$ cat config.mk
export PLATFORM = sky130hd
export DESIGN_NAME = wdw_watchdog
export DESIGN_NICKNAME = d
export VERILOG_FILES = /design/src/pkg/wdw_pkg.sv /design/src/pkg/wdw_pre_if.sv /design/src/logic/wdw_prescaler.sv /design/src/logic/wdw_watchdog.sv
export SDC_FILE = /design/constraint.sdc
export NUM_CORES = 1
export LEC_CHECK = 0
export BUFFER_PORTS_ARGS = -buffer_cell sky130_fd_sc_hd__buf_2
export CAP_MARGIN = 30
export CORE_MARGIN = 4
export CORE_UTILIZATION = 55
export CTS_BUF_LIST = sky130_fd_sc_hd__clkbuf_8
export DETAILED_ROUTE_END_ITERATION = 16
export PLACE_DENSITY_LB_ADDON = 0.1
export RECOVER_POWER = 100
export SLEW_MARGIN = 40
export SYNTH_ARGS = -nofsm -noshare
export SYNTH_HDL_FRONTEND = slang
export SYNTH_SLANG_ARGS = --single-unit
$ cat constraint.sdc
create_clock -name CLOCK -period 9.6 [get_ports CLOCK]
set_input_delay 1.44 -clock CLOCK [delete_from_list [all_inputs] [get_ports CLOCK]]
set_output_delay 1.44 -clock CLOCK [all_outputs]
set_load 0.02 [all_outputs]
$ cat src/pkg/wdw_pkg.sv
// constants and lookups shared by the windowed watchdog modules
package wdw_pkg;

  // ==========================================================
  // control word layout
  localparam int          CTRL_W        = 8;
  localparam int          ACT_POS       = 7;
  localparam int          TOP_POS       = 6;
  localparam int          CNT_W         = 6;
  localparam logic [7:0]  CTRL_RST_VAL  = 8'h7f;

  // ==========================================================
  // prescaler timing, in oscillator cycles
  localparam int          TICK_CYCLES   = 16384;
  localparam int          STEP_CYCLES   = 64;
  localparam int          MIN_BASE      = 128;
  localparam int          SHORT_BASE    = 192;
  localparam int          PERIOD_STEPS  = TICK_CYCLES / STEP_CYCLES;
  localparam int          PRE_W         = 15;
  localparam int          ACC_W         = 7;
  localparam int          ACC_STEP      = 4;

  // ==========================================================
  // reset pin pulse
  localparam int          CLK_PERIOD_NS = 8;
  localparam int          RST_PULSE_NS  = 500;
  localparam int          RST_PULSE_CYC = (RST_PULSE_NS + CLK_PERIOD_NS - 1) / CLK_PERIOD_NS;
  localparam int          PULSE_W       = 7;

  // ==========================================================
  // reset cause bits
  localparam int          CAUSE_W       = 3;
  localparam int          CAUSE_TIMEOUT = 0;
  localparam int          CAUSE_SOFT    = 1;
  localparam int          CAUSE_HALT    = 2;

  typedef logic [1:0] wdw_tb_t;

  // timebase correction constants per select code
  function automatic logic [5:0] wdw_msb(input wdw_tb_t sel);
    unique case (sel)
      2'h0:    wdw_msb = 6'h04;
      2'h1:    wdw_msb = 6'h08;
      2'h2:    wdw_msb = 6'h14;
      default: wdw_msb = 6'h31;
    endcase
  endfunction

  function automatic logic [5:0] wdw_lsb(input wdw_tb_t sel);
    unique case (sel)
      2'h0:    wdw_lsb = 6'h3b;
      2'h1:    wdw_lsb = 6'h35;
      2'h2:    wdw_lsb = 6'h23;
      default: wdw_lsb = 6'h36;
    endcase
  endfunction

endpackage

$ cat src/pkg/wdw_pre_if.sv
// carrier between the watchdog core and its prescaler
`timescale 1ns/1ns
interface wdw_pre_if;
  import wdw_pkg::*;

  logic            ce;
  logic            wr;
  logic [1:0]      tb_sel;
  logic            tick;

  modport core (output ce, output wr, output tb_sel, input tick);
  modport pre  (input ce, input wr, input tb_sel, output tick);
endinterface

$ cat src/logic/wdw_prescaler.sv
// free-running prescaler producing counter decrement ticks
`timescale 1ns/1ns
module wdw_prescaler
  import wdw_pkg::*;
#(
  parameter int TICK = TICK_CYCLES
) (
  // clock and reset
  input  wire logic CLOCK,
  input  wire logic RST,
  // core side
  wdw_pre_if.pre    bus
);

  logic [PRE_W-1:0] rem_q,  rem_d;
  logic [ACC_W-1:0] acc_q,  acc_d;
  logic             tick_q, tick_d;
  logic [PRE_W-1:0] long_len;
  logic [PRE_W-1:0] short_len;
  logic [PRE_W-1:0] min_len;
  logic [5:0]       msb;
  logic [5:0]       lsb;
  logic [ACC_W-1:0] acc_add;

  assign msb = wdw_msb(bus.tb_sel);
  assign lsb = wdw_lsb(bus.tb_sel);
  // scaled against TICK so a shortened simulation keeps the proportions
  assign long_len  = PRE_W'(TICK);
  assign short_len = PRE_W'((TICK / PERIOD_STEPS) * (SHORT_BASE + int'(lsb)));
  assign min_len   = PRE_W'((TICK / PERIOD_STEPS) * (MIN_BASE + int'(lsb)));
  assign acc_add   = acc_q + ACC_W'(ACC_STEP);
  assign bus.tick  = tick_q;

  // ==========================================================
  // period counter
  always_comb begin
    rem_d  = rem_q;
    acc_d  = acc_q;
    // a tick waiting while the clock enable is low is kept, not lost
    tick_d = bus.ce ? 1'b0 : tick_q;
    if (bus.ce) begin
      if (rem_q <= PRE_W'(1)) begin
        tick_d = 1'b1;
        // of n periods, floor(4n/msb) are shortened; floor by subtraction
        if (acc_add >= ACC_W'(msb)) begin
          acc_d = acc_add - ACC_W'(msb);
          rem_d = short_len;
        end else begin
          acc_d = acc_add;
          rem_d = long_len;
        end
      end else begin
        rem_d = rem_q - PRE_W'(1);
      end
      // a refresh never restarts the prescaler, it only enforces the minimum;
      // the shortening pattern does restart, so n steps hold exactly
      // floor(4n/msb) short periods, and a tick due on this edge is dropped
      if (bus.wr) begin
        tick_d = 1'b0;
        acc_d  = '0;
        if (rem_d < min_len) begin
          rem_d = min_len;
        end
      end
    end
  end

  always_ff @(posedge CLOCK) begin
    if (RST) begin
      rem_q  <= PRE_W'(TICK);
      acc_q  <= '0;
      tick_q <= 1'b0;
    end else begin
      rem_q  <= rem_d;
      acc_q  <= acc_d;
      tick_q <= tick_d;
    end
  end

endmodule // wdw_prescaler

$ cat src/logic/wdw_watchdog.sv
// windowed down-counter watchdog core
//
// Operation
// - decrement counter every 16384 oscillator cycles
// - active and 40h to 3Fh: pulse reset pin
// - counter runs except while halted, inactive only blocks reset
// - reset leaves inactive; activation bit set-only
// - write with activation, top bit clear: reset
// - active watchdog resets on halt instruction when the halt reset option is set
// - lower six bits give 64 timeout steps
// - timeout spans minimum to maximum, unknown phase
// - base minimum (LSB+128)x64, maximum 16384 oscillator cycles
// - timebase select picks MSB/LSB pair
// - periodic shortened periods per floor(4n/MSB)
// - option inputs: hardware watchdog, halt reset
// - control register resets to 7Fh
// - hardware option forces active, ignores bit
// - divisions round down, except the pulse length, which rounds up
`timescale 1ns/1ns
module wdw_watchdog
  import wdw_pkg::*;
#(
  parameter int TICK = TICK_CYCLES
) (
  // clock, reset, enable
  input  wire logic              CLOCK,
  input  wire logic              RST,
  input  wire logic              CE,
  // control register write port
  input  wire logic              CTRL_WR,
  input  wire logic [CTRL_W-1:0] CTRL_WDATA,
  // cpu events
  input  wire logic              HALT_EXEC,
  input  wire logic              WAKE_EVT,
  // configuration
  input  wire logic [1:0]        TIMEBASE_SELECT,
  input  wire logic              HW_WDG_OPTION,
  input  wire logic              HALT_RESET_OPTION,
  // status
  output logic      [CTRL_W-1:0] CTRL_RDATA,
  output logic                   WDG_ACTIVE,
  output logic                   DEC_TICK,
  output logic      [CAUSE_W-1:0] RESET_CAUSE,
  // open-drain reset pin
  output logic                   RST_PIN_O,
  output logic                   RST_PIN_OE
);

  typedef enum logic [1:0] {
    WDW_BOOT,
    WDW_RUN,
    WDW_PULSE
  } wdw_state_e;

  // ==========================================================
  // prescaler
  wdw_pre_if pre_bus ();

  wdw_prescaler #(
    .TICK (TICK)
  ) u_pre (
    .CLOCK (CLOCK),
    .RST   (RST),
    .bus   (pre_bus)
  );

  // ==========================================================
  // state
  wdw_state_e           state_q,  state_d;
  logic                 act_q,    act_d;
  logic [6:0]           cnt_q,    cnt_d;
  logic                 hw_opt_q, hw_opt_d;
  logic                 halt_opt_q, halt_opt_d;
  logic                 halted_q, halted_d;
  logic [PULSE_W-1:0]   pulse_q,  pulse_d;
  logic [CAUSE_W-1:0]   cause_q,  cause_d;
  logic [CTRL_W-1:0]    rdata_q,  rdata_d;
  logic                 active_o_q, active_o_d;
  logic                 tick_o_q, tick_o_d;
  logic                 pin_oe_q, pin_oe_d;

  logic                 wr_en;
  logic                 tick_en;
  logic                 active_now;
  logic                 active_next;
  logic                 fire_timeout;
  logic                 fire_soft;
  logic                 fire_halt;

  assign pre_bus.ce     = CE;
  assign pre_bus.wr     = wr_en;
  assign pre_bus.tb_sel = TIMEBASE_SELECT;

  assign wr_en   = CE && CTRL_WR && state_q == WDW_RUN;
  assign tick_en = CE && pre_bus.tick && state_q == WDW_RUN;

  // ==========================================================
  // control register and trigger decode
  always_comb begin
    act_d        = act_q;
    cnt_d        = cnt_q;
    halted_d     = halted_q;
    fire_timeout = 1'b0;
    fire_soft    = 1'b0;
    fire_halt    = 1'b0;
    active_now   = act_q || hw_opt_q;
    active_next  = active_now;

    if (CE && state_q == WDW_RUN) begin
      // the counter keeps running regardless of activation
      if (tick_en && !halted_q) begin
        cnt_d = cnt_q - 7'h01;
      end
      if (wr_en) begin
        act_d = act_q | CTRL_WDATA[ACT_POS];
        cnt_d = CTRL_WDATA[TOP_POS:0];
      end
      active_next = act_d || hw_opt_q;

      if (HALT_EXEC && !halted_q) begin
        if (active_now && halt_opt_q) begin
          fire_halt = 1'b1;
        end else begin
          // halt without reset: one last decrement, then the counter sleeps
          halted_d = 1'b1;
          // a tick on this same edge already is that one decrement
          if (wr_en || !tick_en) begin
            cnt_d = cnt_d - 7'h01;
          end
        end
      end else if (halted_q && WAKE_EVT) begin
        halted_d = 1'b0;
      end

      // halt wins as cause, so the cause field stays one-hot
      if (!fire_halt && wr_en && active_next && !CTRL_WDATA[TOP_POS]) begin
        fire_soft = 1'b1;
      end else if (!fire_halt && active_now && cnt_q[TOP_POS] && !cnt_d[TOP_POS]) begin
        fire_timeout = 1'b1;
      end
    end
  end

  // ==========================================================
  // sequencer: options capture, run, reset pulse
  always_comb begin
    state_d    = state_q;
    pulse_d    = pulse_q;
    cause_d    = cause_q;
    hw_opt_d   = hw_opt_q;
    halt_opt_d = halt_opt_q;
    if (CE) begin
      unique case (state_q)
        WDW_BOOT: begin
          // non-volatile options are sampled in every boot cycle, after reset release and after each pulse
          hw_opt_d   = HW_WDG_OPTION;
          halt_opt_d = HALT_RESET_OPTION;
          state_d    = WDW_RUN;
        end
        WDW_RUN: begin
          if (fire_timeout || fire_soft || fire_halt) begin
            state_d = WDW_PULSE;
            pulse_d = PULSE_W'(RST_PULSE_CYC - 1);
            cause_d = {fire_halt, fire_soft, fire_timeout};
          end
        end
        WDW_PULSE: begin
          if (pulse_q == '0) begin
            state_d = WDW_BOOT;
          end else begin
            pulse_d = pulse_q - PULSE_W'(1);
          end
        end
      endcase
    end
  end

  // ==========================================================
  // output staging
  always_comb begin
    rdata_d    = {act_d, cnt_d};
    // options captured in the boot cycle show at once
    active_o_d = active_next || hw_opt_d;
    tick_o_d   = tick_en && !halted_q;
    pin_oe_d   = state_d == WDW_PULSE;
    if (state_d == WDW_BOOT) begin
      rdata_d    = CTRL_RST_VAL;
      active_o_d = 1'b0;
    end
  end

  // ==========================================================
  // registers
  always_ff @(posedge CLOCK) begin
    if (RST) begin
      state_q    <= WDW_BOOT;
      act_q      <= CTRL_RST_VAL[ACT_POS];
      cnt_q      <= CTRL_RST_VAL[TOP_POS:0];
      hw_opt_q   <= 1'b0;
      halt_opt_q <= 1'b0;
      halted_q   <= 1'b0;
      pulse_q    <= '0;
      cause_q    <= '0;
      rdata_q    <= CTRL_RST_VAL;
      active_o_q <= 1'b0;
      tick_o_q   <= 1'b0;
      pin_oe_q   <= 1'b0;
    end else if (CE) begin
      state_q    <= state_d;
      hw_opt_q   <= hw_opt_d;
      halt_opt_q <= halt_opt_d;
      pulse_q    <= pulse_d;
      cause_q    <= cause_d;
      rdata_q    <= rdata_d;
      active_o_q <= active_o_d;
      tick_o_q   <= tick_o_d;
      pin_oe_q   <= pin_oe_d;
      // the watchdog's own reset returns the control register and halt flag to their post-reset values
      if (state_d == WDW_BOOT) begin
        act_q    <= CTRL_RST_VAL[ACT_POS];
        cnt_q    <= CTRL_RST_VAL[TOP_POS:0];
        halted_q <= 1'b0;
      end else begin
        act_q    <= act_d;
        cnt_q    <= cnt_d;
        halted_q <= halted_d;
      end
    end else begin
      tick_o_q <= 1'b0;
    end
  end

  assign CTRL_RDATA  = rdata_q;
  assign WDG_ACTIVE  = active_o_q;
  assign DEC_TICK    = tick_o_q;
  assign RESET_CAUSE = cause_q;
  assign RST_PIN_O   = 1'b0;
  assign RST_PIN_OE  = pin_oe_q;

endmodule // wdw_watchdog

==> impl_summary.txt <==
----------------------------------------------------
[Logic synthesis]
  Most area-hungry cell type in the Yosys netlist ... dfxtp_1
  Cell count after synthesis ... roughly 450
  EDFF count, synth ... 0
  Dominant cell by count in the synthesized netlist ... nand2_1
  Area of the mapped netlist ... 3540 µm²
  Fraction of synthesized cell area taken by the top area cell type ... 27.7%
  Synthesized area per cell ... around 7.8 µm²
  Synth cell count leaders ... 55 x nand2_1, 49 x dfxtp_1, 42 x nor2_1
  Portion of the post-synthesis area used by sequential elements ... between 20% and 30%
  Flip-flop and latch count after synthesis ... 49
  FFs w/ async S/R, synth ... 0%
  Synthesized Nets ... 489
  Cell types occupying the most area after synthesis ... dfxtp_1 28%, ha_1 6.7%, nand2_1 5.8%
  Main flop type after synthesis ... dfxtp_1
  Warnings from Yosys ... 0
  Count of cell types in the netlist ... 70

[STA]
  Final Slew Violations ... 54
  Slew @ Worst Pin ... 1.82 ns
  Max_slew headroom ... -22.6%
  Worst Setup Slack, final ... 3.07 ns
  Final Hold Violating Endpoints ... 0
  Unrepaired setup endpoints after global routing ... no
  Post-layout min period ... 6.53 ns
  Peak Freq ... 0.153 GHz
  Worst-case clock skew ... around 0.0087 ns
  Period Utilization, post-route ... 68.0%
  # setup viols final ... 0
  Setup tns final ... 0 ns

[Global routing]
  Initial antenna violation count ... 0
  Met1 demand-to-capacity share in global routing ... 31.1%
  GRT Total Usage ... about 22%
  Largest net degree at the start of global routing ... 37
  Total congestion overflow ... 0
  Wire length of the first global-routing pass ... 14200 µm
  Met2 usage in global routing ... 36.0%
  Global-route layer with the greatest usage ... met2
  Via count of the first global-routing pass ... about 3.1k
  Met3 routing resource usage after global routing ... under 10%

[Critical path]
  Delay of the slowest critical-path stage ... about 1.4 ns
  Family with the most delay on the worst path ... compound AO/OA/AOI/OAI gates
  Setup crit start ... TIMEBASE_SELECT[1]
  Worst setup path class ... primary input to flop
  Kind of end point of the critical path ... flop
  Critical Path Fanout Max ... 17
  Cells along the critical path ... clkbuf_1 > inv_1 > nand2_1 > ha_1 > o21a_1 > nor2_1 > o31ai_1 > o21ai_0 > o21ai_0 > ha_1 > a21oi_1 > o21ai_0 > nor2_1 > o31ai_1 > a21oi_1 > o21ai_0 > a31o_2
  Launching element type of the critical path ... primary input
  Worst reg2reg setup slack ... 3.77 ns
  Worst endpoint data arrival time ... about 6.7 ns
  Required time worst endpoint ... 9.81 ns
  Slowest cell on the critical path ... o31ai_1
  FF-to-FF Start ... u_pre.acc_q[2]
  Buf/Inv on CP ... 2
  Most used cell, CP ... o21ai_0

[Clock tree]
  Clock slew at reported path FFs ... 0.10 ns
  Worst skew pair latency ... around 0.31 ns
  CTS Root Cell ... clkbuf_8
  Number of hold buffers added after CTS ... 0
  Clock tree from TritonCTS ... done
  Maximum root-to-sink buffer count ... 2
  CTS H-tree depth ... 2
  Resize count post-CTS ... 0
  Post-CTS Repair Setup Buffers ... 0
  Number of CTS-inserted buffers ... 5
  Number of sinks driven by the clock tree ... a little under 50

[Drt]
  Routed len/inst ... between 15 and 20 µm
  Detail Route Antenna Nets ... 0
  Via total after detailed routing ... 3361
  Count of TritonRoute iterations in the first routing pass ... 5
  Routed wire length ... ~8400 µm
  Post-detailed-route DRC marker count ... 0
  Detail-routed via count per cell ... around 6.2
  DRC violation total after the first TritonRoute iteration ... 192

[Worst hold path]
  Hold Crit Class ... flop to flop
  Startpoint of the lowest-slack hold path ... pulse_q[6]

[Cells and area]
  Number of antenna diodes ... 0
  Area growth from synthesis to layout ... 4.38%
  Number of nets in the final layout ... 504
  Layout cells sized above 1 ... 8.12%
  Fin area ... 3700 µm²

[Floorplan]
  Floorplan die height ... slightly below 90 µm
  Die Area ... 7790 µm²
  I/O pins ... 33
  Die Span X ... 88.3 µm
  Std cell rows ... 28
  Initial cell density of the core ... 58.1%
  Core Area ... about 6100 µm²

[Placed design]
  Number of input and output port buffers inserted ... 31
  Routability congestion estimate from global placement ... about 0.87
  Instance area after placement ... 3700 µm²
  Worst slack at placement ... 4.17 ns
  DP Wirelength ... just under 6000 µm

[Job]
  Reported max-cap violation count ... 2

[Run status]
  Failing checks ... capacitance limit, slew limit
  Run status ... finished with violations

[Pwr]
  Leakage ... 1.41 nW
  Power consumption ... approximately 0.00052 W
  Power per standard cell area ... 142 nW/µm²
  Worst voltage drop across the vdd grid ... 0.0725 mV

----------------------------------------------------
[area by class of cell]
class                           count  area, µm²
Fill cell                         585       2400
Multi-Input combinational cell    355       2300
Sequential cell                    49        981
Timing Repair Buffer               31        135
Inverter                           25       93.8
Tap cell                           75       93.8
Clock buffer                        5       68.8
Clock inverter                      3       25.0
[worst register-to-register path, cell delays in order (launching register included)]
cell     delay (ns)
dfxtp_1        0.36
ha_1           0.28
xor2_1         0.17
ha_1           0.36
o21a_1         0.14
nor2_1         0.06
o31ai_1        1.44
o21ai_0        0.24
o21ai_0        0.31
ha_1           0.29
a21oi_1        0.12
o21ai_0        0.09
nor2_1         0.12
o31ai_1        0.09
a21oi_1        1.09
o21ai_0        0.24
a31o_2         0.32
[flip-flops by register name (all words and copies together), names as in the netlist, named ones only]
signal and flops:
act_q 1, RESET_CAUSE 3, u_pre.rem_q 15, pulse_q 7, DEC_TICK 1, halt_opt_q 1, state_q 2, halted_q 1
cnt_q 6, CTRL_RDATA 1, RST_PIN_OE 1, hw_opt_q 1, u_pre.acc_q 7, WDG_ACTIVE 1
[cell usage in the layout, fill, tap and decap left out, types with 5 or more instances in the layout]
master / instances
a211oi_1: 10
a21oi_1: 25
a31oi_1: 8
buf_2: 15
clkbuf_1: 16
clkbuf_8: 5
dfxtp_1: 49
ha_1: 19
inv_1: 25
mux2i_1: 9
nand2_1: 55
nand2b_1: 6
nand3_1: 12
nor2_1: 41
nor2b_1: 6
nor3_1: 16
nor4_1: 5
o211ai_1: 8
o21ai_0: 23
o31ai_1: 9
xnor2_1: 13
xor2_1: 7
[cell families (layout without fill, tap and decap cells)]
| logic type | count (synthesis) | count (layout) | share of synthesized area, % |
|---|---|---|---|
| flops | 49 | 49 | 27.7 |
| xor+xnor | 20 | 20 | 4.95 |
| simple gates | 181 | 181 | 26.3 |
| compound gates | 125 | 125 | 26.1 |
| buf+inv | 48 | 64 | 5.58 |
| mux | 9 | 9 | 2.54 |
| fa+ha+maj | 19 | 19 | 6.71 |
| other cells | 1 | 1 | 0.106 |
[per-stage QoR]
step,hold WS (ns),util (%),std cells
global placement,0.422,60.6,535
detailed placement,0.425,60.8,535
floorplan,0.412,-,452
CTS,0.446,62.3,543
finish,0.449,60.7,543
global route,0.483,60.7,543
[per-layer routing]
| layer | vias to the layer above | share of wire (%) |
|---|---|---|
| li1 | 1689 | - |
| met4 | 0 | 1.3 |
| met2 | 111 | 46 |
| met3 | 10 | 5.6 |
| met5 | - | 0 |
| met1 | 1551 | 47 |
[worst paths after layout]
| check | to | cells after the start |
|---|---|---|
| worst max register to register | u_pre.rem_q[5] | 16 |
| worst max-delay path | u_pre.rem_q[5] | 17 |
| worst min register to register | pulse_q[6] | 2 |
| worst min-delay path | pulse_q[6] | 2 |
[power breakdown]
part	total [W]	switching, W	internal (W)
logic	0.000158	0.0000948	0.0000633
clock network	0.000131	0.0000784	0.0000528
registers	0.000234	0.0000169	0.000217
total	0.000523	0.000190	0.000333
(Power assumes the default switching activity.)
